File: config.mk
export PLATFORM = sky130hd
export DESIGN_NAME = fpss_seq
export DESIGN_NICKNAME = d
export VERILOG_FILES = /design/src/design/fpss_pkg.sv /design/src/design/fpss_step_if.sv /design/src/design/fpss_seq.sv /design/src/design/fpss_step_ctr.sv
export SDC_FILE = /design/constraint.sdc
export NUM_CORES = 1
export LEC_CHECK = 0
export ABC_AREA = 1
export BUFFER_PORTS_ARGS = -buffer_cell sky130_fd_sc_hd__buf_2
export CAP_MARGIN = 40
export CORE_UTILIZATION = 35
export CTS_BUF_LIST = sky130_fd_sc_hd__clkbuf_8
export CTS_CLUSTER_SIZE = 16
export DETAILED_ROUTE_END_ITERATION = 12
export GPL_ROUTABILITY_DRIVEN = 0
export SYNTH_ARGS = -nofsm -noshare
export SYNTH_HDL_FRONTEND = slang
export SYNTH_SLANG_ARGS = --single-unit
File: constraint.sdc
create_clock -name clk -period 3.18 [get_ports clk]
set_clock_uncertainty 0.05 [all_clocks]
set_input_delay 0.477 -clock clk [delete_from_list [all_inputs] [get_ports clk]]
set_output_delay 0.477 -clock clk [all_outputs]
set_load 0.005 [all_outputs]
File: src/design/fpss_pkg.sv
// shared constants for the front-panel switch sequencer
package fpss_pkg;
  // number of operator function switches
  localparam int NFUNC = 8;
  // switch index of each operator function
  localparam logic [2:0] FN_EXAM = 3'h0;
  localparam logic [2:0] FN_EXAM_NEXT = 3'h1;
  localparam logic [2:0] FN_DEP = 3'h2;
  localparam logic [2:0] FN_DEP_NEXT = 3'h3;
  localparam logic [2:0] FN_ACC_DISP = 3'h4;
  localparam logic [2:0] FN_ACC_LOAD = 3'h5;
  localparam logic [2:0] FN_INPUT = 3'h6;
  localparam logic [2:0] FN_OUTPUT = 3'h7;
  // upper sequence address nibble per function, and with nothing pressed
  localparam logic [3:0] UP_IDLE = 4'hF;
  localparam logic [3:0] UP_EXAM = 4'h7;
  localparam logic [3:0] UP_EXAM_NEXT = 4'hB;
  localparam logic [3:0] UP_DEP = 4'hD;
  localparam logic [3:0] UP_DEP_NEXT = 4'hE;
  localparam logic [3:0] UP_ACC_DISP = 4'h3;
  localparam logic [3:0] UP_ACC_LOAD = 4'h9;
  localparam logic [3:0] UP_INPUT = 4'hC;
  localparam logic [3:0] UP_OUTPUT = 4'hA;
  // last lower nibble visited in each function's block
  localparam logic [3:0] LAST_EXAM = 4'h7;
  localparam logic [3:0] LAST_EXAM_NEXT = 4'h3;
  localparam logic [3:0] LAST_DEP = 4'h3;
  localparam logic [3:0] LAST_DEP_NEXT = 4'h7;
  localparam logic [3:0] LAST_FULL = 4'hF;
  // reset value of the lower nibble
  localparam logic [3:0] LOW_RST = 4'h0;
  // clock period and timing figures
  localparam int CLK_NS = 8;
  localparam int CLR_MAX_NS = 100;
  // longest clear pulse, rounded down to whole cycles
  localparam int CLR_MAX_CYC = CLR_MAX_NS / CLK_NS;
  // whole sequence lasts about one second, in sixteen steps
  localparam longint SEQ_NS = 64'h0000_0000_3b9a_ca00;
  localparam int SEQ_STEPS = 16;
  localparam int STEP_CYC_DEF = int'(SEQ_NS / CLK_NS / SEQ_STEPS);

  // upper nibble of a function's block
  function automatic logic [3:0] upper_of(input logic [2:0] fn);
    case (fn)
      FN_EXAM: upper_of = UP_EXAM;
      FN_EXAM_NEXT: upper_of = UP_EXAM_NEXT;
      FN_DEP: upper_of = UP_DEP;
      FN_DEP_NEXT: upper_of = UP_DEP_NEXT;
      FN_ACC_DISP: upper_of = UP_ACC_DISP;
      FN_ACC_LOAD: upper_of = UP_ACC_LOAD;
      FN_INPUT: upper_of = UP_INPUT;
      default: upper_of = UP_OUTPUT;
    endcase
  endfunction : upper_of

  // final lower address of a function's block
  function automatic logic [3:0] last_of(input logic [2:0] fn);
    case (fn)
      FN_EXAM: last_of = LAST_EXAM;
      FN_EXAM_NEXT: last_of = LAST_EXAM_NEXT;
      FN_DEP: last_of = LAST_DEP;
      FN_DEP_NEXT: last_of = LAST_DEP_NEXT;
      default: last_of = LAST_FULL;
    endcase
  endfunction : last_of
endpackage : fpss_pkg

File: src/design/fpss_step_if.sv
`timescale 1ns/100ps
// link between the sequencer control and its step counter
interface fpss_step_if;
  logic clr; // high clear pulse to the step counter
  logic run; // stepping allowed
  logic [3:0] last; // final lower address of the block
  logic [3:0] lower; // lower sequence address from the counter
  modport ctrl (output clr, output run, output last, input lower);
  modport ctr (input clr, input run, input last, output lower);
endinterface : fpss_step_if

File: src/design/fpss_seq.sv
`timescale 1ns/100ps
module fpss_seq #(
  parameter int STEP_CYC = fpss_pkg::STEP_CYC_DEF
) (
  input wire logic clk,
  input wire logic nrst,
  input wire logic [7:0] func_sw_n,
  output logic [3:0] seq_addr_upper,
  output logic [3:0] seq_addr_lower,
  output logic seq_clear_n,
  output logic seq_ctr_clear,
  output logic addr_latch_strobe,
  output logic func_req
);
  // control states
  typedef enum logic [1:0] {ST_IDLE, ST_ARM, ST_RUN} fpss_state_t;

  fpss_step_if st ();

  logic [7:0] sw_s1_r; // first synchroniser stage
  logic [7:0] sw_s2_r; // second synchroniser stage
  logic pressed; // any switch low after sync
  logic [2:0] pick; // lowest pressed switch
  fpss_state_t state_r;
  fpss_state_t state_nxt;
  logic [2:0] fn_r; // latched function
  logic [2:0] fn_nxt;
  logic [3:0] upper_r; // upper address nibble
  logic [3:0] upper_nxt;
  logic clr_n_r; // low sequence clear
  logic clr_n_nxt;
  logic ctr_clr_r; // high counter clear
  logic ctr_clr_nxt;
  logic stb_r; // address latch strobe
  logic stb_nxt;
  logic req_r; // press-detect output
  logic req_nxt;

  // two-stage synchroniser on the switch pins
  always_ff @(posedge clk or negedge nrst)
  begin
    if (!nrst)
    begin
      sw_s1_r <= 8'hFF;
      sw_s2_r <= 8'hFF;
    end
    else
    begin
      sw_s1_r <= func_sw_n;
      sw_s2_r <= sw_s1_r;
    end
  end

  // press detect and pick of the lowest pressed switch
  always_comb
  begin
    pressed = ~&sw_s2_r;
    pick = 3'h0;
    for (int i = fpss_pkg::NFUNC - 1; i >= 0; i--)
    begin
      if (!sw_s2_r[i])
        pick = 3'(i);
    end
  end

  // next state and outputs
  always_comb
  begin
    state_nxt = state_r;
    fn_nxt = fn_r;
    upper_nxt = upper_r;
    clr_n_nxt = 1'b1;
    stb_nxt = 1'b0;
    req_nxt = pressed;
    ctr_clr_nxt = ~clr_n_r;
    case (state_r)
      ST_IDLE:
      begin
        upper_nxt = fpss_pkg::UP_IDLE;
        if (pressed)
        begin
          // latch the function, pulse clear and strobe together
          fn_nxt = pick;
          upper_nxt = fpss_pkg::upper_of(pick);
          clr_n_nxt = 1'b0;
          stb_nxt = 1'b1;
          state_nxt = ST_ARM;
        end
      end
      ST_ARM:
      begin
        // counter clear is raised in the next cycle, the first in ST_RUN; then step
        state_nxt = pressed ? ST_RUN : ST_IDLE;
        if (!pressed)
          upper_nxt = fpss_pkg::UP_IDLE;
      end
      ST_RUN:
      begin
        // hold the block until release
        if (!pressed)
        begin
          upper_nxt = fpss_pkg::UP_IDLE;
          state_nxt = ST_IDLE;
        end
      end
      default:
      begin
        upper_nxt = fpss_pkg::UP_IDLE;
        state_nxt = ST_IDLE;
      end
    endcase
  end

  // register state and outputs
  always_ff @(posedge clk or negedge nrst)
  begin
    if (!nrst)
    begin
      state_r <= ST_IDLE;
      fn_r <= 3'h0;
      upper_r <= fpss_pkg::UP_IDLE;
      clr_n_r <= 1'b1;
      ctr_clr_r <= 1'b0;
      stb_r <= 1'b0;
      req_r <= 1'b0;
    end
    else
    begin
      state_r <= state_nxt;
      fn_r <= fn_nxt;
      upper_r <= upper_nxt;
      clr_n_r <= clr_n_nxt;
      ctr_clr_r <= ctr_clr_nxt;
      stb_r <= stb_nxt;
      req_r <= req_nxt;
    end
  end

  // counter link: steps only while held, lower pattern held after release
  assign st.clr = ctr_clr_r;
  assign st.run = (state_r == ST_RUN) && pressed;
  assign st.last = fpss_pkg::last_of(fn_r);

  fpss_step_ctr #(
    .STEP_CYC(STEP_CYC)
  ) u_ctr (
    .clk(clk),
    .nrst(nrst),
    .st(st)
  );

  assign seq_addr_upper = upper_r;
  assign seq_addr_lower = st.lower;
  assign seq_clear_n = clr_n_r;
  assign seq_ctr_clear = ctr_clr_r;
  assign addr_latch_strobe = stb_r;
  assign func_req = req_r;

  // upper nibble matches the held function
  a_upper_code: assert property (
    @(posedge clk) disable iff (!nrst)
    state_r == ST_RUN |-> upper_r == fpss_pkg::upper_of(fn_r))
    else $error("upper nibble does not match function");
  // idle means all high
  a_idle_high: assert property (
    @(posedge clk) disable iff (!nrst)
    state_r == ST_IDLE |-> upper_r == fpss_pkg::UP_IDLE)
    else $error("upper nibble not high when idle");
  // press raises request next cycle
  a_press_req: assert property (
    @(posedge clk) disable iff (!nrst)
    pressed |=> req_r)
    else $error("press not detected");
  // counter clear single cycle, shorter than the limit
  a_clr_width: assert property (
    @(posedge clk) disable iff (!nrst)
    $rose(ctr_clr_r) |=> !ctr_clr_r)
    else $error("counter clear too long");
  // counter clear follows the low sequence clear
  a_clr_follows: assert property (
    @(posedge clk) disable iff (!nrst)
    $fell(clr_n_r) |=> ctr_clr_r && clr_n_r)
    else $error("counter clear not derived from sequence clear");
  // strobe exactly with the sequence clear
  a_strobe_with: assert property (
    @(posedge clk) disable iff (!nrst)
    stb_r == !clr_n_r)
    else $error("strobe not concurrent with clear");
  // deposit never touches lower bits 2 and 3 once the count is cleared;
  // the clear cycle still shows the count of the previous block
  a_dep_bits: assert property (
    @(posedge clk) disable iff (!nrst)
    (state_r == ST_RUN && fn_r == fpss_pkg::FN_DEP && !st.clr) |->
      st.lower[3:2] == 2'h0)
    else $error("deposit moved lower bits 2 or 3");
  // upper stable while held, high one cycle after release
  a_upper_stable: assert property (
    @(posedge clk) disable iff (!nrst)
    (state_r == ST_RUN && pressed) |=> $stable(upper_r))
    else $error("upper nibble moved while held");
  a_release_high: assert property (
    @(posedge clk) disable iff (!nrst)
    (state_r == ST_RUN && !pressed) |=>
      upper_r == fpss_pkg::UP_IDLE ##1 upper_r == fpss_pkg::UP_IDLE)
    else $error("upper nibble not high after release");
  c_deposit: cover property (@(posedge clk) disable iff (!nrst)
    state_r == ST_RUN && fn_r == fpss_pkg::FN_DEP &&
      st.lower == fpss_pkg::LAST_DEP);
  c_output_fn: cover property (@(posedge clk) disable iff (!nrst)
    state_r == ST_RUN && fn_r == fpss_pkg::FN_OUTPUT);
  c_release: cover property (@(posedge clk) disable iff (!nrst)
    state_r == ST_RUN ##1 state_r == ST_IDLE);
endmodule : fpss_seq

File: src/design/fpss_step_ctr.sv
`timescale 1ns/100ps
// step counter for the lower sequence address nibble
module fpss_step_ctr #(
  parameter int STEP_CYC = fpss_pkg::STEP_CYC_DEF
) (
  input wire logic clk,
  input wire logic nrst,
  fpss_step_if.ctr st
);
  logic [31:0] pre_r; // prescaler for one step period
  logic [31:0] pre_nxt;
  logic [3:0] low_r; // lower address count
  logic [3:0] low_nxt;

  // next count: clear wins, then step until the block's last address
  always_comb
  begin
    pre_nxt = pre_r;
    low_nxt = low_r;
    if (st.clr)
    begin
      pre_nxt = 32'h0000_0000;
      low_nxt = fpss_pkg::LOW_RST;
    end
    else if (st.run && low_r != st.last)
    begin
      if (pre_r == 32'(STEP_CYC - 1))
      begin
        // step; stays within the block, deposit touches bits 0-1 only
        pre_nxt = 32'h0000_0000;
        low_nxt = low_r + 4'h1;
      end
      else
        pre_nxt = pre_r + 32'h0000_0001;
    end
  end

  // register the count
  always_ff @(posedge clk or negedge nrst)
  begin
    if (!nrst)
    begin
      pre_r <= 32'h0000_0000;
      low_r <= fpss_pkg::LOW_RST;
    end
    else
    begin
      pre_r <= pre_nxt;
      low_r <= low_nxt;
    end
  end

  assign st.lower = low_r;

  // count never passes the final address while running; the clear
  // cycle still shows the count left over from the previous block
  a_lower_in_block: assert property (
    @(posedge clk) disable iff (!nrst)
    (st.run && !st.clr) |-> low_r <= st.last)
    else $error("lower address left the function block");
  // final address holds until cleared
  a_final_holds: assert property (
    @(posedge clk) disable iff (!nrst)
    (low_r == st.last && !st.clr) |=> low_r == $past(low_r))
    else $error("final address did not hold");
  c_reach_final: cover property (@(posedge clk) disable iff (!nrst)
    st.run && low_r == st.last);
endmodule : fpss_step_ctr

==> metrics.txt, run 1 <==
Post-CTS Resized=0; setup bufs post-CTS=0; sequential area share after synthesis=45.7%; remaining global-route overflow=0; ys async rst share=100%; HPWL after DPL=6140 um; endpoints failing hold=0; Pre-antenna DRT Iters=6; Max Cap Viol=0; number of global-route vias before repair=3,078; final setup violation count=0; GRT Util Overall=16.9%; fin crit share=62.7%; DIE WIDTH=104 um; post-place setup slack=1.19 ns; die height=104 um; Setup WS post-layout=1.19 ns; top cells by area, synth=dfrtp_1, dfstp_2, nand2_1; Initial DRC Count=213; leakage=1.80 nW; synth warn=0; main flop type after synthesis=dfrtp_1; Cells after Synth=485; switch share=36.6%; cts bufs inserted=9; Synth Cell Area=3620 um2; Flop pwr share=42.5%; min cycle time layout=1.99 ns; most frequent cells in the layout=nand2_1, nor2_1, inv_1; Core Footprint=9910 um2; startpoint type of the worst setup path=flip-flop; clock sinks=65; area share of the largest cell type after synthesis=30.4%; Synth Area per Inst=7.46 um2; Reg clk slew, reported paths=0.08 ns; commonest non-fill, non-tap cell in the layout=nand2_1; Via density=4.96; combinational power share=26.6%; clock network power share=30.8%; fillers=1,002; die area=10,700 um2; WL final=8490 um; status=finished clean; Crit path required time=3.37 ns; n_diodes=0; synthesized net count=500; FMAX=502 MHz; RSZ-0062 raised after global routing=no; biggest area consumer among synthesized cells=dfrtp_1; post-route antenna net violation count=0; H-tree depth=3; Slew headroom=71.7%; I/O pin cnt=22; Critical Path End Type=flip-flop; Pwr Density=572 nW/um2; Worst-Skew Late Latency=0.35 ns; CTS root buf=clkbuf_8; Worst-Margin Slew=0.420 ns; Hold-fix buffers, CTS=0; final slew viol count=0; Nets=525; clk buf depth=2; worst vdd ir=0.000302 V; worst endpoint data arrival time=2.18 ns; area grow syn2layout=11.6%; CTS tree=done; Max Fanout on Critical Path=36; largest net degree at the start of global routing=37; worst setup path class=reg -> reg; # rows=36; layout cell share with drive strength beyond 1=16.3%; hold crit path type=in -> reg; DR DRC count=0; Seq cells post-synth=65; Post-synth EDFFs=0; Distinct cells, synth=37; routed length per placed instance=13.1 um; Starting Density=36.5%; IO buf count=21; Post-Route Setup TNS=0 ns; routed via count=3,216; P_sw=0.000844 W; initial antenna violation count=0; Power Internal=0.00147 W; first-pass GRT wire length=14,500 um
per-layer routing:
layer  global-route usage, %  routed length (um)  vias to the layer above  part of all wire (%)
met2                    26.9                3830                       97                    45
met5                       0                   0                        -                     0
met3                    3.52                 480                       17                   5.7
met4                    7.86                 183                        0                   2.2
met1                    22.0                4000                     1492                    47
li1                        -                   -                     1610                     -
power groups by stage:
| stage | clock network [W] | registers (W) | logic (W) |
|---|---|---|---|
| floorplan | 0 | 0.000996 | 0.000495 |
| global placement | 0 | 0.000997 | 0.000609 |
| detailed placement | 0 | 0.000998 | 0.000628 |
| CTS | 0.000741 | 0.000984 | 0.000628 |
| global route | 0.000771 | 0.000993 | 0.000698 |
| finish | 0.000712 | 0.000983 | 0.000615 |
path summary, 6_finish.rpt:
check	start	to	slack (ns)	cells past startpoint
worst max-delay path	u_ctr.st.lower[0]	u_ctr.pre_r[2]	1.19	9
worst min-delay path	func_sw_n[6]	sw_s1_r[6]	0.17	1
worst max register to register	u_ctr.st.lower[0]	u_ctr.pre_r[2]	1.19	9
worst min register to register	sw_s1_r[1]	sw_s2_r[1]	0.30	0
max in group asynchronous	nrst	seq_addr_upper[3]	2.37	2
min in group asynchronous	nrst	sw_s1_r[2]	0.25	1
metrics by stage:
stage | hold slack (ns) | instances | area (um2) | util, % | power (W)
2_1_floorplan | 0.131 | 485 | 3620 | - | 0.00149
3_3_place_gp | 0.297 | 632 | 3840 | 38.8 | 0.00161
3_5_place_dp | 0.297 | 632 | 3840 | 38.8 | 0.00163
4_1_cts | 0.151 | 648 | 4040 | 40.7 | 0.00235
5_1_grt | 0.148 | 648 | 4040 | 40.7 | 0.00246
6_report | 0.171 | 648 | 4040 | 40.7 | 0.00231
cell type report:
type	instances	area [um2]	share of cell area [%]
Multi-Input combinational cell	358	1700	42.1
Sequential cell	65	1650	40.9
Inverter	52	195	4.83
Tap cell	133	166	4.12
Timing Repair Buffer	24	128	3.16
Clock buffer	9	124	3.07
Clock inverter	7	70.1	1.74
worst max-delay path, stage by stage, from the launching register on:
cell and delay, ns:
dfrtp_1 0.43, ha_1 0.24, nand2_1 0.08, nor2_1 0.04, nand3_1 0.13, nand2_4 0.08
nand2_4 0.30, inv_2 0.26, o21ai_0 0.22, nor2_1 0.05
Yosys cell counts (2+ instances only):
| cell type | number |
|---|---|
| nand2_1 | 144 |
| o21ai_1 | 10 |
| nor3b_1 | 2 |
| inv_2 | 5 |
| nor3_2 | 2 |
| dfrtp_1 | 44 |
| nand2_4 | 4 |
| a21oi_1 | 8 |
| nor3_1 | 8 |
| buf_2 | 4 |
| buf_6 | 3 |
| nor2_2 | 7 |
| o21ai_0 | 14 |
| dfstp_2 | 21 |
| inv_1 | 47 |
| ha_1 | 5 |
| and3_1 | 2 |
| nand2_2 | 2 |
| nand3_1 | 47 |
| nand4_1 | 20 |
| nor2_1 | 66 |
| xor2_1 | 5 |
state kept, by name, summed over array words and instances, names as in the netlist:
signal / count
seq_addr_upper: 4
fn_r: 3
func_req: 1
sw_s2_r: 8
seq_clear_n: 1
addr_latch_strobe: 1
seq_ctr_clear: 1
u_ctr.st.lower: 4
state_r: 2
u_ctr.pre_r: 32
sw_s1_r: 8
logic make-up after synthesis:
kind of cell               Yosys count  synth area share (%)
and+or+nand+nor                    308                  38.0
DFF                                 65                  45.7
buffers and inverters               62                  7.30
AOI/OAI and AO/OA                   39                  5.88
xor gates and xnor gates             6                  1.45
adders and majority gates            5                  1.73
(Power assumes the default switching activity.)
==> run 2, diff against run 1 <==
==> constraint.sdc (replaced) <==
create_clock -name clk -period 1.95 [get_ports clk]
set_clock_uncertainty 0.05 [all_clocks]
set_input_delay 0.2925 -clock clk [delete_from_list [all_inputs] [get_ports clk]]
set_output_delay 0.2925 -clock clk [all_outputs]
set_load 0.005 [all_outputs]
==> run 2 against run 1 <==
- final cell count increased by 2.2%
- worst hold slack got worse by 0.072 ns
- wire length is 1.1% lower
- critical endpoint is now u_ctr.pre_r[21]
- via count increased by 0.47%
- largest power group unchanged
- flip-flop and latch count stayed put
- critical path depth increased by 1
==> metrics.txt, run 2 (synthesis gave the netlist of run 1 again) <==
HPWL after DPL=6190 um; Starting Density=36.5%; # rows=36; Final Power=0.00391 W; post-layout util=42.6%; worst vdd ir=0.000527 V; n_diodes=0; Nets=539; die height=104 um; WL final=8400 um; number of global-route vias before repair=3,077; final slew viol count=0; largest net degree at the start of global routing=48; met1 capacity usage during global routing=23.6%; clock sinks=65; endpoints failing hold=0; area grow syn2layout=16.6%; GRT Util Overall=17.1%; Critical Path End Type=flip-flop; Via density=4.88; worst endpoint data arrival time=1.96 ns; GR Util met2=26.1%; H-tree depth=3; worst setup path class=reg -> reg; Crit path required time=2.14 ns; die area=10,700 um2; post-route antenna net violation count=0; FMAX=564 MHz; Max Fanout on Critical Path=5; leakage=1.87 nW; Worst-Margin Slew=0.403 ns; CTS root buf=clkbuf_8; fin crit share=90.9%; min cycle time layout=1.77 ns; IO buf count=21; Core Footprint=9910 um2; I/O pin cnt=22; cts bufs inserted=9; most frequent cells in the layout=nand2_1, nor2_1, inv_1; startpoint type of the worst setup path=flip-flop; Initial DRC Count=229; layout cell share with drive strength beyond 1=18.0%; CTS tree=done; max reg flops=32; gr busiest metal=met2; Max Cap Viol=0; DIE WIDTH=104 um; Top Registers=u_ctr.pre_r (32), sw_s1_r (8), sw_s2_r (8); Setup WS post-layout=0.178 ns; status=finished clean; routed length per placed instance=12.7 um; GR Util met3=3.40%; RSZ-0062 raised after global routing=yes; Pre-antenna DRT Iters=5; commonest non-fill, non-tap cell in the layout=nand2_1; clk buf depth=2; Worst-Skew Late Latency=0.35 ns; initial antenna violation count=0; hold crit path type=in -> async; DR DRC count=0; post-place setup slack=0.0546 ns; Most flops, register=u_ctr.pre_r; Slew headroom=73.1%; Reg clk slew, reported paths=0.08 ns; WHS=0.0992 ns; final setup violation count=0; routed via count=3,231; remaining global-route overflow=0; first-pass GRT wire length=14,700 um; Pwr Density=927 nW/um2
run 2: per-stage QoR:
stage	cell area, um2	std cells	TNS [ns]
after floorplan	3620	485	0
after global placement	3890	637	0
after detailed placement	3890	637	0
after CTS	4180	661	0
after global routing	4220	662	-0.0182
final	4220	662	0
run 2: layout make-up:
class,count,area (um2)
Clock buffer,9,124
Inverter,52,198
Multi-Input combinational cell,358,1730
Tap cell,133,166
Clock inverter,7,81.3
Timing Repair Buffer,38,265
Fill cell,1011,5690
Sequential cell,65,1650
run 2: worst max-delay path, stage by stage, from the launching register on:
cell and delay, ns:
dfrtp_1 0.36, buf_4 0.13, nand3_1 0.19, nor2_2 0.25, nand2_1 0.07, nor2_1 0.17
nand2_1 0.08, nor2_1 0.16, nand3_1 0.09, nand2_1 0.06, nor2_1 0.04
run 2: metal layers:
metal / part of all wire, % / wire, um
met1: 50 / 4220
met2: 44 / 3660
met3: 4.7 / 399
met4: 1.5 / 127
met5: 0 / 0
run 2: power by group:
part | leakage (nW) | switching (W) | internal [W] | total (W)
sequential | 0.820 | 0.0000786 | 0.00153 | 0.00160
combinational | 0.945 | 0.000759 | 0.000337 | 0.00110
clock | 0.102 | 0.000598 | 0.000613 | 0.00121
run 2: timing repair:
action / CTS / global route
endpoints found under the setup margin: 0 / 22
hold buffers: 8 / 0
resized for setup: 0 / 8
buffers inserted: 0 / 1
endpoints found under the hold margin: 8 / 0
run 2: worst paths after layout:
kind                       depth (start not counted)              end  slack [ns]           start
max                                               10  u_ctr.pre_r[21]        0.18  u_ctr.pre_r[0]
min                                                1       sw_s2_r[2]         0.1            nrst
max reg2reg                                       10  u_ctr.pre_r[21]        0.18  u_ctr.pre_r[0]
min reg2reg                                        0       sw_s2_r[1]        0.31      sw_s1_r[1]
max in group asynchronous                          2      seq_clear_n        1.42            nrst
min in group clk                                   0       sw_s2_r[1]        0.31      sw_s1_r[1]
==> run 3, diff against run 2 <==
--- a/config.mk
+++ b/config.mk
@@ -6,13 +6,15 @@
 export NUM_CORES = 1
 export LEC_CHECK = 0
 export ABC_AREA = 1
-export BUFFER_PORTS_ARGS = -buffer_cell sky130_fd_sc_hd__buf_2
+export BUFFER_PORTS_ARGS = -buffer_cell sky130_fd_sc_hd__buf_4
 export CAP_MARGIN = 40
 export CORE_UTILIZATION = 35
 export CTS_BUF_LIST = sky130_fd_sc_hd__clkbuf_8
 export CTS_CLUSTER_SIZE = 16
 export DETAILED_ROUTE_END_ITERATION = 12
 export GPL_ROUTABILITY_DRIVEN = 0
+export RECOVER_POWER = 25
 export SYNTH_ARGS = -nofsm -noshare
 export SYNTH_HDL_FRONTEND = slang
 export SYNTH_SLANG_ARGS = --single-unit
+export TNS_END_PERCENT = 20
==> run 3 against run 2 <==
- fmax decreased by 1.7%
- combinational power about the same
- final area increased by 0.44%
- total power increased by 1.9%
- clock-buffer cell count unchanged
- flip-flop and latch count unchanged
- worst hold slack improved by 0.21 ns
==> metrics.txt, run 3 (synthesis gave the netlist of run 1 again) <==
Post-Route Setup TNS=0 ns; Slew headroom=50.2%; worst endpoint data arrival time=1.99 ns; Core Footprint=9910 um2; routed length per placed instance=12.9 um; WHS=0.307 ns; final setup violation count=0; Final Power=0.00399 W; Reg area=1650 um2; hold crit path type=reg -> reg; CTS tree=done; commonest non-fill, non-tap cell in the layout=nand2_1; Critical Path End Type=flip-flop; GRT Util Overall=17.7%; CTS root buf=clkbuf_8; leakage=1.89 nW; DR DRC count=0; area grow syn2layout=17.1%; first-pass GRT wire length=15,200 um; # rows=36; Crit path required time=2.14 ns; most frequent cells in the layout=nand2_1, nor2_1, inv_1; Starting Density=36.5%; die area=10,700 um2; routed via count=3,213; number of global-route vias before repair=3,131; fin crit share=92.5%; initial antenna violation count=0; fillers=996; Via density=4.86; Initial DRC Count=171; Pre-antenna DRT Iters=5; setup bufs post-CTS=0; status=finished clean; Top Registers=u_ctr.pre_r (32), sw_s1_r (8), sw_s2_r (8); worst setup path class=reg -> reg; worst vdd ir=0.000453 V; WL final=8560 um; Worst-Margin Slew=0.747 ns; Most flops, register=u_ctr.pre_r; Pwr Density=941 nW/um2; IO buf count=21; startpoint type of the worst setup path=flip-flop; RSZ-0062 raised after global routing=yes; layout cell share with drive strength beyond 1=16.9%; clock sinks=65; clk buf depth=2; HPWL after DPL=6320 um; max reg flops=32; largest net degree at the start of global routing=29; post-route antenna net violation count=0; Max Cap Viol=0; remaining global-route overflow=0; endpoints failing hold=0; Reg clk slew, reported paths=0.07 ns; final slew viol count=0; cts bufs inserted=9; Worst-Skew Late Latency=0.35 ns; Nets=538; I/O pin cnt=22; n_diodes=0; min cycle time layout=1.80 ns; H-tree depth=3; Max Fanout on Critical Path=7; FMAX=555 MHz; area of the multi-input gates=1710 um2; die height=104 um; DIE WIDTH=104 um
==> run 3: worst max-delay path, cell delays in order (launching register included) <==
cell	delay (ns)
dfrtp_1	0.40
ha_1	0.22
nand2_1	0.11
nor2_4	0.17
nand3_1	0.18
nor4_1	0.34
nand3_1	0.12
nand2_1	0.07
nor2_1	0.04
==> run 3: layout make-up <==
type                    instances  area share (%)
clock buffers                   9            2.92
multi-input cells             358            40.3
repair buffers                 37            7.03
inverters                      52            4.61
well taps                     133            3.93
flip-flops and latches         65            39.0
clock inverters                 7            2.24
==> run 3: where the power goes <==
group | switching [W] | internal, W | total (W)
combinational | 0.000742 | 0.000353 | 0.00109
sequential | 0.0000859 | 0.00153 | 0.00161
clock | 0.000558 | 0.000722 | 0.00128
total | 0.00139 | 0.00260 | 0.00399
==> run 3: final timing paths <==
kind / endpoint / depth (start not counted) / slack [ns] / startpoint
worst min-delay path: sw_s2_r[5] / 0 / 0.31 / sw_s1_r[5]
worst max-delay path: u_ctr.pre_r[12] / 8 / 0.15 / u_ctr.pre_r[0]
min in group asynchronous: u_ctr.pre_r[6] / 2 / 0.48 / nrst
worst min register to register: sw_s2_r[5] / 0 / 0.31 / sw_s1_r[5]
worst max register to register: u_ctr.pre_r[12] / 8 / 0.15 / u_ctr.pre_r[0]
max in group asynchronous: sw_s1_r[6] / 3 / 0.62 / nrst
==> run 3: metrics by stage <==
| stage | worst slack [ns] | instances | instance area [um2] | util, % |
|---|---|---|---|---|
| after floorplan | 0.414 | 485 | 3620 | - |
| after global placement | 0.221 | 636 | 3930 | 39.6 |
| after detailed placement | 0.179 | 636 | 3930 | 39.6 |
| after CTS | 0.159 | 661 | 4240 | 42.7 |
| after global routing | -0.0250 | 661 | 4240 | 42.8 |
| final | 0.147 | 661 | 4240 | 42.8 |
==> run 3: timing repair <==
item	in CTS	in global routing
gates resized for setup	0	1
endpoints found under the hold margin	29	0
setup endpoints to repair	0	4
hold buffers	9	0
==> run 3: per-layer routing <==
| metal | vias to the layer above | wire length [um] | global-route usage, % |
|---|---|---|---|
| met5 | - | 0 | 0 |
| met4 | 0 | 210 | 8.78 |
| met3 | 21 | 471 | 3.21 |
| met2 | 86 | 3620 | 25.8 |
| met1 | 1470 | 4260 | 25.0 |
| li1 | 1636 | - | - |
